$ cat src/hw/ptimer_pkg.sv
// Purpose: Shared constants for the four-channel timer event/clock block
// Assumes: Avalon-MM word slots, one 8-bit register per aligned word
// Notes:   Register index times four gives the byte address
package ptimer_pkg;
  // Bus geometry
  localparam int          ADDR_W       = 18;
  localparam int          DATA_W       = 32;
  localparam int          TIMERS       = 4;
  localparam int          CNT_W        = 8;
  localparam int          PRESCALE_W   = 3;
  // Register indices (byte address = index * 4)
  localparam logic [15:0] IDX_MODE     = 16'hFFC0;
  localparam logic [15:0] IDX_EVENT    = 16'hFFC1;
  localparam logic [15:0] IDX_CLKOUT   = 16'hFFC2;
  localparam logic [15:0] IDX_TCTL0    = 16'hFFC4;
  localparam logic [15:0] IDX_RELOAD0  = 16'hFFE0;
  localparam logic [15:0] IDX_COUNT0   = 16'hFFE4;
  localparam logic [15:0] IDX_FLAG     = 16'hFFF0;
  localparam logic [15:0] IDX_MASK     = 16'hFFF1;
  localparam logic [15:0] IDX_PRESCALE = 16'hFFF2;
  // Field positions
  localparam int          MODE_LO_BIT  = 0;
  localparam int          MODE_HI_BIT  = 1;
  localparam int          EV_POL_BIT   = 0;
  localparam int          EV_NR_BIT    = 1;
  localparam int          EV_SEL_BIT   = 2;
  localparam int          CO_SEL_LSB   = 0;
  localparam int          CO_EN_BIT    = 2;
  localparam int          TC_RUN_BIT   = 0;
  localparam int          TC_RST_BIT   = 1;
  localparam int          TC_PS_LSB    = 2;
  // Count clock divider selections and masks
  localparam logic [1:0]  PS_DIV1      = 2'h0;
  localparam logic [1:0]  PS_DIV4      = 2'h1;
  localparam logic [1:0]  PS_DIV32     = 2'h2;
  localparam logic [7:0]  MASK_DIV4    = 8'h03;
  localparam logic [7:0]  MASK_DIV32   = 8'h1F;
  localparam logic [7:0]  MASK_DIV256  = 8'hFF;
  // Reset values
  localparam logic [7:0]  RST_BYTE     = 8'h00;
  localparam logic [31:0] RD_ZERO      = 32'h0000_0000;
endpackage

$ cat src/hw/ptimer_event_clkout.sv
// Purpose: Four 8-bit down timers with underflow flags, event counting
//          on timer 0 and a divide-by-two clock output
// Assumes: ref_clk is the oscillator clock; prescale stage is internal
// Notes:   Rules carried by this file follow
//
// Local design decisions: the Avalon-MM register port and the register offsets.
`timescale 1ns/1ps
module ptimer_event_clkout
  import ptimer_pkg::*;
(
  input  wire logic              ref_clk,
  input  wire logic              reset_n,
  input  wire logic [ADDR_W-1:0] avs_address,
  input  wire logic              avs_read,
  input  wire logic              avs_write,
  input  wire logic [DATA_W-1:0] avs_writedata,
  input  wire logic [3:0]        avs_byteenable,
  output logic      [DATA_W-1:0] avs_readdata,
  output logic                   avs_waitrequest,
  input  wire logic              external_count_input,
  output logic                   output_port_pin,
  output logic                   irq_request
);

  // Whole-index compare, used by every single-slot register
  function automatic logic reg_hit(input logic [15:0] idx, input logic [15:0] base);
    return idx == base;
  endfunction

  // Four-slot group compare for per-timer registers
  function automatic logic group_hit(input logic [15:0] idx, input logic [15:0] base);
    return idx[15:2] == base[15:2];
  endfunction

  // Divided count-clock tick from the free-running stage
  function automatic logic div_tick(input logic [1:0] sel, input logic [7:0] cnt);
    logic t;
    t = ((cnt & MASK_DIV256) == MASK_DIV256);
    if (sel == PS_DIV1) t = 1'b1;
    else if (sel == PS_DIV4) t = ((cnt & MASK_DIV4) == MASK_DIV4);
    else if (sel == PS_DIV32) t = ((cnt & MASK_DIV32) == MASK_DIV32);
    return t;
  endfunction

  // Control and status storage
  logic [1:0]            pair_width_reg;          // Bit 0 pairs 0/1, bit 1 pairs 2/3
  logic                  event_count_select_reg;  // Timer 0 counts pin
  logic                  noise_filter_enable_reg; // Rejector in path
  logic                  edge_polarity_reg;       // 1 rising, 0 falling
  logic [1:0]            output_channel_reg;      // Clock output source
  logic                  clkout_enable_reg;       // Clock output on pin
  logic [PRESCALE_W-1:0] prescaler_setting_reg;   // n minus one
  logic [TIMERS-1:0]     run_reg;                 // Per-timer run
  logic [1:0]            div_sel_reg [TIMERS];    // Per-timer divider select
  logic [CNT_W-1:0]      reload_value_reg [TIMERS];
  logic [CNT_W-1:0]      count_reg [TIMERS];
  logic [TIMERS-1:0]     underflow_flag_reg;      // Sticky underflow flags
  logic [TIMERS-1:0]     irq_mask_reg;            // Request masks
  logic                  timer_clock_output_reg;  // Half-rate toggle
  logic [7:0]            base_div_reg;            // Free-running divider
  logic [PRESCALE_W-1:0] noise_div_reg;           // Counts /256 ticks up to the setting, n minus one
  logic                  cin_meta_reg;            // Synchroniser first stage
  logic                  cin_sync_reg;            // Synchroniser second stage
  logic                  nr_level_reg;            // Level seen by counter
  logic                  nr_pending_reg;          // One noise tick seen since change
  logic                  prev_level_reg;          // For edge detection

  // Bus decode
  wire logic [15:0] idx      = avs_address[ADDR_W-1:2];
  wire logic [1:0]  slot     = idx[1:0];
  wire logic        take     = !avs_waitrequest;
  wire logic        wr       = avs_write && take && avs_byteenable[0];
  wire logic [7:0]  wbyte    = avs_writedata[7:0];
  wire logic        wr_mode  = wr && reg_hit(idx, IDX_MODE);
  wire logic        wr_event = wr && reg_hit(idx, IDX_EVENT);
  wire logic        wr_clko  = wr && reg_hit(idx, IDX_CLKOUT);
  wire logic        wr_flag  = wr && reg_hit(idx, IDX_FLAG);
  wire logic        wr_mask  = wr && reg_hit(idx, IDX_MASK);
  wire logic        wr_pres  = wr && reg_hit(idx, IDX_PRESCALE);
  wire logic        wr_tctl  = wr && group_hit(idx, IDX_TCTL0);
  wire logic        wr_rld   = wr && group_hit(idx, IDX_RELOAD0);

  // Prescale and noise clock
  wire logic tick_256   = (base_div_reg == MASK_DIV256);
  wire logic noise_tick = tick_256 && (noise_div_reg == prescaler_setting_reg);

  // Counted level and selected edge
  wire logic event_pulse = edge_polarity_reg ? (nr_level_reg && !prev_level_reg)
                                             : (!nr_level_reg && prev_level_reg);

  // Per-timer strobes
  logic [TIMERS-1:0] preset_own;   // Software preset written to this slot
  logic [TIMERS-1:0] preset_eff;   // Preset that acts on this counter
  logic [TIMERS-1:0] run_eff;      // Run that acts on this counter
  logic [TIMERS-1:0] count_tick;   // Count clock enable
  logic [TIMERS-1:0] underflow;    // One-cycle underflow pulse
  logic [TIMERS-1:0] flag_set;     // Underflows that may flag

  genvar i;
  generate
    for (i = 0; i < TIMERS; i++) begin : g_timer
      localparam int PAIR = i / 2;
      assign preset_own[i] = wr_tctl && (slot == 2'(i)) && wbyte[TC_RST_BIT];
      if (i % 2 == 1) begin : g_high
        // High side follows the low side's run and preset when chained
        assign run_eff[i]    = pair_width_reg[PAIR] ? run_reg[i-1] : run_reg[i];
        assign preset_eff[i] = pair_width_reg[PAIR] ? preset_own[i-1] : preset_own[i];
        assign count_tick[i] = pair_width_reg[PAIR] ? underflow[i-1]
                                                    : div_tick(div_sel_reg[i], base_div_reg);
        assign flag_set[i]   = underflow[i];
      end else begin : g_low
        assign run_eff[i]    = run_reg[i];
        assign preset_eff[i] = preset_own[i];
        if (i == 0) begin : g_evt
          // Event mode takes the pin edge and drops the divider choice
          assign count_tick[i] = event_count_select_reg ? event_pulse
                                                        : div_tick(div_sel_reg[i], base_div_reg);
        end else begin : g_div
          assign count_tick[i] = div_tick(div_sel_reg[i], base_div_reg);
        end
        assign flag_set[i] = underflow[i] && !pair_width_reg[PAIR];
      end
      assign underflow[i] = run_eff[i] && count_tick[i] && (count_reg[i] == RST_BYTE);

      // Control slot: divider select and run
      always_ff @(posedge ref_clk) begin
        if (!reset_n) begin
          div_sel_reg[i] <= PS_DIV1;
          run_reg[i]     <= 1'b0;
        end else if (wr_tctl && slot == 2'(i)) begin
          div_sel_reg[i] <= wbyte[TC_PS_LSB +: 2];
          run_reg[i]     <= wbyte[TC_RUN_BIT];
        end
      end

      // Reload value
      always_ff @(posedge ref_clk) begin
        if (!reset_n) begin
          reload_value_reg[i] <= RST_BYTE;
        end else if (wr_rld && slot == 2'(i)) begin
          reload_value_reg[i] <= wbyte;
        end
      end

      // Down counter; same path whatever feeds its tick
      always_ff @(posedge ref_clk) begin
        if (!reset_n) begin
          count_reg[i] <= RST_BYTE;
        end else if (preset_eff[i]) begin
          count_reg[i] <= reload_value_reg[i];
        end else if (underflow[i]) begin
          count_reg[i] <= reload_value_reg[i];
        end else if (run_eff[i] && count_tick[i]) begin
          count_reg[i] <= count_reg[i] - 8'h01;
        end
      end
    end
  endgenerate

  // Mode, event and clock-output controls
  always_ff @(posedge ref_clk) begin
    if (!reset_n) begin
      pair_width_reg          <= 2'h0;
      event_count_select_reg  <= 1'b0;
      noise_filter_enable_reg <= 1'b0;
      edge_polarity_reg       <= 1'b0;
      output_channel_reg      <= 2'h0;
      clkout_enable_reg       <= 1'b0;
      prescaler_setting_reg   <= '0;
      irq_mask_reg            <= '0;
    end else begin
      if (wr_mode) begin
        pair_width_reg <= {wbyte[MODE_HI_BIT], wbyte[MODE_LO_BIT]};
      end
      if (wr_event) begin
        event_count_select_reg  <= wbyte[EV_SEL_BIT];
        noise_filter_enable_reg <= wbyte[EV_NR_BIT];
        edge_polarity_reg       <= wbyte[EV_POL_BIT];
      end
      if (wr_clko) begin
        output_channel_reg <= wbyte[CO_SEL_LSB +: 2];
        clkout_enable_reg  <= wbyte[CO_EN_BIT];
      end
      if (wr_pres) begin
        prescaler_setting_reg <= wbyte[PRESCALE_W-1:0];
      end
      if (wr_mask) begin
        irq_mask_reg <= wbyte[TIMERS-1:0];
      end
    end
  end

  // Sticky flags: an underflow in the clearing cycle still sets
  always_ff @(posedge ref_clk) begin
    if (!reset_n) begin
      underflow_flag_reg <= '0;
    end else begin
      underflow_flag_reg <= (underflow_flag_reg & ~(wr_flag ? wbyte[TIMERS-1:0] : '0))
                            | flag_set;
    end
  end

  // Request is the OR of unmasked flags, registered
  always_ff @(posedge ref_clk) begin
    if (!reset_n) begin
      irq_request <= 1'b0;
    end else begin
      irq_request <= |(underflow_flag_reg & irq_mask_reg);
    end
  end

  // Free-running divider and noise clock stage
  always_ff @(posedge ref_clk) begin
    if (!reset_n) begin
      base_div_reg  <= RST_BYTE;
      noise_div_reg <= '0;
    end else begin
      base_div_reg <= base_div_reg + 8'h01;
      if (noise_tick) begin
        noise_div_reg <= '0;
      end else if (tick_256) begin
        noise_div_reg <= noise_div_reg + PRESCALE_W'(1);
      end
    end
  end

  // Pin synchroniser; only the second stage is read
  always_ff @(posedge ref_clk) begin
    if (!reset_n) begin
      cin_meta_reg <= 1'b0;
      cin_sync_reg <= 1'b0;
    end else begin
      cin_meta_reg <= external_count_input;
      cin_sync_reg <= cin_meta_reg;
    end
  end

  // Noise rejector: a change must survive two noise ticks, so a pulse
  // of one noise period or less never reaches the counter
  always_ff @(posedge ref_clk) begin
    if (!reset_n) begin
      nr_level_reg   <= 1'b0;
      nr_pending_reg <= 1'b0;
      prev_level_reg <= 1'b0;
    end else begin
      prev_level_reg <= nr_level_reg;
      if (!noise_filter_enable_reg) begin
        nr_level_reg   <= cin_sync_reg;
        nr_pending_reg <= 1'b0;
      end else if (cin_sync_reg == nr_level_reg) begin
        nr_pending_reg <= 1'b0;
      end else if (noise_tick) begin
        nr_pending_reg <= !nr_pending_reg;
        if (nr_pending_reg) begin
          nr_level_reg <= cin_sync_reg;
        end
      end
    end
  end

  // Clock output: toggle on the chosen underflow, pin high when off.
  // Enable is not aligned to the waveform, so a short half-cycle may show.
  always_ff @(posedge ref_clk) begin
    if (!reset_n) begin
      timer_clock_output_reg <= 1'b0;
      output_port_pin        <= 1'b1;
    end else begin
      if (underflow[output_channel_reg]) begin
        timer_clock_output_reg <= !timer_clock_output_reg;
      end
      output_port_pin <= clkout_enable_reg ? timer_clock_output_reg : 1'b1;
    end
  end

  // Read data selection; unmapped slots read zero
  wire logic [7:0] tctl_rd = {4'h0, div_sel_reg[slot], 1'b0, run_reg[slot]};
  wire logic [7:0] rd_byte =
    reg_hit(idx, IDX_MODE)     ? {6'h00, pair_width_reg} :
    reg_hit(idx, IDX_EVENT)    ? {5'h00, event_count_select_reg, noise_filter_enable_reg,
                                  edge_polarity_reg} :
    reg_hit(idx, IDX_CLKOUT)   ? {5'h00, clkout_enable_reg, output_channel_reg} :
    reg_hit(idx, IDX_FLAG)     ? {4'h0, underflow_flag_reg} :
    reg_hit(idx, IDX_MASK)     ? {4'h0, irq_mask_reg} :
    reg_hit(idx, IDX_PRESCALE) ? {5'h00, prescaler_setting_reg} :
    group_hit(idx, IDX_TCTL0)  ? tctl_rd :
    group_hit(idx, IDX_RELOAD0) ? reload_value_reg[slot] :
    group_hit(idx, IDX_COUNT0) ? count_reg[slot] : RST_BYTE;

  // Slave handshake: one wait cycle, then a one-cycle low waitrequest
  always_ff @(posedge ref_clk) begin
    if (!reset_n) begin
      avs_waitrequest <= 1'b1;
      avs_readdata    <= RD_ZERO;
    end else if (avs_waitrequest && (avs_read || avs_write)) begin
      avs_waitrequest <= 1'b0;
      if (avs_read) begin
        avs_readdata <= {24'h00_0000, rd_byte};
      end
    end else begin
      avs_waitrequest <= 1'b1;
    end
  end

endmodule

$ cat config.mk
export PLATFORM = sky130hd
export DESIGN_NAME = ptimer_event_clkout
export DESIGN_NICKNAME = d
export VERILOG_FILES = /design/src/hw/ptimer_pkg.sv /design/src/hw/ptimer_event_clkout.sv
export SDC_FILE = /design/constraint.sdc
export NUM_CORES = 1
export LEC_CHECK = 0
export CORE_ASPECT_RATIO = 0.5
export CORE_MARGIN = 1.5
export CORE_UTILIZATION = 35
export CTS_CLUSTER_SIZE = 20
export DETAILED_ROUTE_END_ITERATION = 8
export DONT_BUFFER_PORTS = 1
export HOLD_SLACK_MARGIN = 0.05
export PLACE_DENSITY = 0.49
export REMOVE_ABC_BUFFERS = 1
export SLEW_MARGIN = 0
export SYNTH_ARGS = -nofsm -noshare
export SYNTH_HDL_FRONTEND = slang
export SYNTH_SLANG_ARGS = --single-unit
$ cat constraint.sdc
create_clock -name ref_clk -period 3.6 [get_ports ref_clk]
set_input_delay 0.72 -clock ref_clk [delete_from_list [all_inputs] [get_ports ref_clk]]
set_output_delay 0.72 -clock ref_clk [all_outputs]
set_load 0.02 [all_outputs]
==> metrics.cfg <==
[status]
status=complete, no violations

[logic_synthesis]
synth_edf_count=72
synth_area_sq_um=6804
yosys.area.top_type=edfxtp_1
postSynthCellCount=653
yosysUniqueCellTypes=65
synth_top_area_share=0.3178
synth_area_leaders=edfxtp_1 32%, dfxtp_1 15%, mux4_2 6.3%
yosysWarningCount=0
ys_seq_area_frac=0.4678
yosys_most_used_dff=edfxtp_1
synth-seq-cells=123
synthArstFlopShare=0
avgSynthCellArea_sq_um=10.42

[global_routing]
grt_antenna_before_repair=0
grt.total_usage=0.1957
grt_pass1_wl_um=29410
grt_pass1_vias=4887
grt_max_degree=41
grt_overflow=0

[floorplanning]
core-area_sq_um=18700
die_w_um=200.2
dieArea_sq_um=20340
die_h_um=101.6
num_io_pins=94
rows=35
start_util=0.3639

[finish]
final_common_cell=edfxtp_1
antenna_cells=0
drive_gt1_frac=0.1064
finalNetCount=720
area_delta_synth_final_pct=11.00
fill_cells=1853
layout_common_cells=72 x edfxtp_1, 68 x nor2_1, 55 x nand2_1

[timing]
finalHoldViolCount=0
finalSetupViolCount=0
slew_viol_final=0
period_share=0.8460
fin_tns_setup_ns=0
slew_headroom=0.4520
finClkSkew_ns=0.008947
grt_setup_unrepaired=false
fin_ws_ns=0.5543
fmax_mhz=328.3
min_period_ns=3.046
tightestPinTransition_ns=0.8220

[place]
port_buffers=0
pre_cts_ws_ns=0.5369
place_congestion=0.8330
dp_hpwl_um=13760

[setup_path]
cp_max_fo=8
reg2reg_depth=9
startpoint_type=register
slowest_stage=or4b_1
crit_top_cell=ha_1
critical_path_arrival_ns=3.31
r2r-end=count_reg[3][7]
worstPathBufferInverterCount=1
cpPeakStageDelay_ns=0.66
crit_chain=ha_1 > and3_1 > ha_1 > inv_1 > o221a_1 > a2111oi_4 > nor2_2 > or4b_1 > o2bb2ai_1
crit_type=register to register
critPathTopFamily=simple AND/OR/NAND/NOR gates
r2r_start=base_div_reg[0]
rrSetupSlack_ns=0.55
cp.required_ns=3.87
setup.worst_path.end_class=register

[clock_tree]
hold_buffers=0
cts_setup_buffers=0
cts_tree=done
cts_resized=0
cts.path.max_buffers=2
clock-sinks=123
cts_root_buffer=clkbuf_16
clk_pin_slew_ns=0.06
ctsHtreeMaxLevel=4
insertion_delay_ns=0.42
cts_made_buffers=17

[drt]
dr.pass1.iters=4
dr_wl_met2_um=8773
drt_first_iter_violations=306
wl_met3_um=771
wl_per_cell_um=20.44
wirelength_met1_um=9071
viasPerCell=5.371
via_count=4974
antenna_left=0
highest_layer=met4
drc_errors=0
routed_wl_um=18930

[min_path]
min_from=reset_n
worstHoldPathCells=1
min_to=output_port_pin
hold_path_class=primary input to register

[power_and_ir_drop]
p_total_w=0.003355
power_density_nw_per_um2=444.2
power.leakage_nw=2.597
vdd.ir_drop.worst_v=0.0002518

[flow_run]
maxCapViolations=0

[where the power goes]
group	internal [W]	switching [W]	leakage, nW
clock	0.000944	0.000677	0.252
sequential	0.00152	0.0000370	1.16
combinational	0.0000715	0.000106	1.19
total	0.00253	0.000820	2.60
[worst max path at each step]
stage                    startpoint                      to  slack (ns)  cells past startpoint
finish              base_div_reg[0]         count_reg[3][7]        0.55                      9
global route        base_div_reg[0]         count_reg[3][7]        0.44                      9
CTS                 base_div_reg[0]         count_reg[3][7]        0.57                      9
detailed placement   avs_address[5]         count_reg[0][6]        0.54                      5
global placement     avs_address[5]         count_reg[0][7]        0.58                      5
floorplan            avs_address[5]  reload_value_reg[1][0]        0.79                      5
[worst reg2reg max path, stage by stage (launching register included)]
cell and delay, ns:
dfxtp_1 0.35, ha_1 0.37, and3_1 0.22, ha_1 0.18, inv_1 0.08, o221a_1 0.29, a2111oi_4 0.44, nor2_2 0.09
or4b_1 0.66, o2bb2ai_1 0.22
[kinds of logic (layout without fill, tap and decap cells)]
| logic type | after synthesis | in the layout | synth area share |
|---|---|---|---|
| xor gates and xnor gates | 37 | 37 | 0.04763 |
| AOI/OAI and AO/OA | 115 | 115 | 0.1225 |
| buffers and inverters | 72 | 63 | 0.05369 |
| muxes | 42 | 42 | 0.09673 |
| other | 1 | 24 | 0.0005511 |
| adders and majority gates | 7 | 7 | 0.01287 |
| DFF | 123 | 123 | 0.4678 |
| and+or+nand+nor | 256 | 256 | 0.1982 |
[cell usage after synthesis, types with 21 or more instances]
master     instances
xnor2_1           22
edfxtp_1          72
o2bb2ai_1         26
inv_1             21
o21ai_0           26
nor2_1            68
nand2_1           55
mux2i_1           23
dfxtp_1           51
and2_1            38
buf_4             24
a21oi_1           22
[stage by stage]
step	instances	hold slack, ns	instance area (sq um)	util
after global routing	926	0.3772	7552	0.4039
after global placement	894	0.4210	6999	0.3743
after detailed placement	894	0.4294	6999	0.3743
after floorplan	626	0.3955	6608	-
after CTS	926	0.3825	7552	0.4039
final	926	0.3994	7552	0.4039
[routing by layer]
metal,track usage,vias up
met2,0.3202,110
li1,-,2368
met3,0.03925,20
met4,0.06294,0
met1,0.2631,2476
met5,0,-
[cell type report]
| class | count | area, sq um | share of cell area |
|---|---|---|---|
| inverter | 22 | 82.58 | 0.01093 |
| tap | 259 | 324.1 | 0.04291 |
| multi-input combinational | 481 | 3342 | 0.4425 |
| clock inverter | 15 | 127.6 | 0.01690 |
| clock buffer | 17 | 425.4 | 0.05633 |
| timing repair buffer | 9 | 67.56 | 0.008946 |
| sequential | 123 | 3183 | 0.4215 |
No activity file was read; power rests on OpenSTA's default activity.
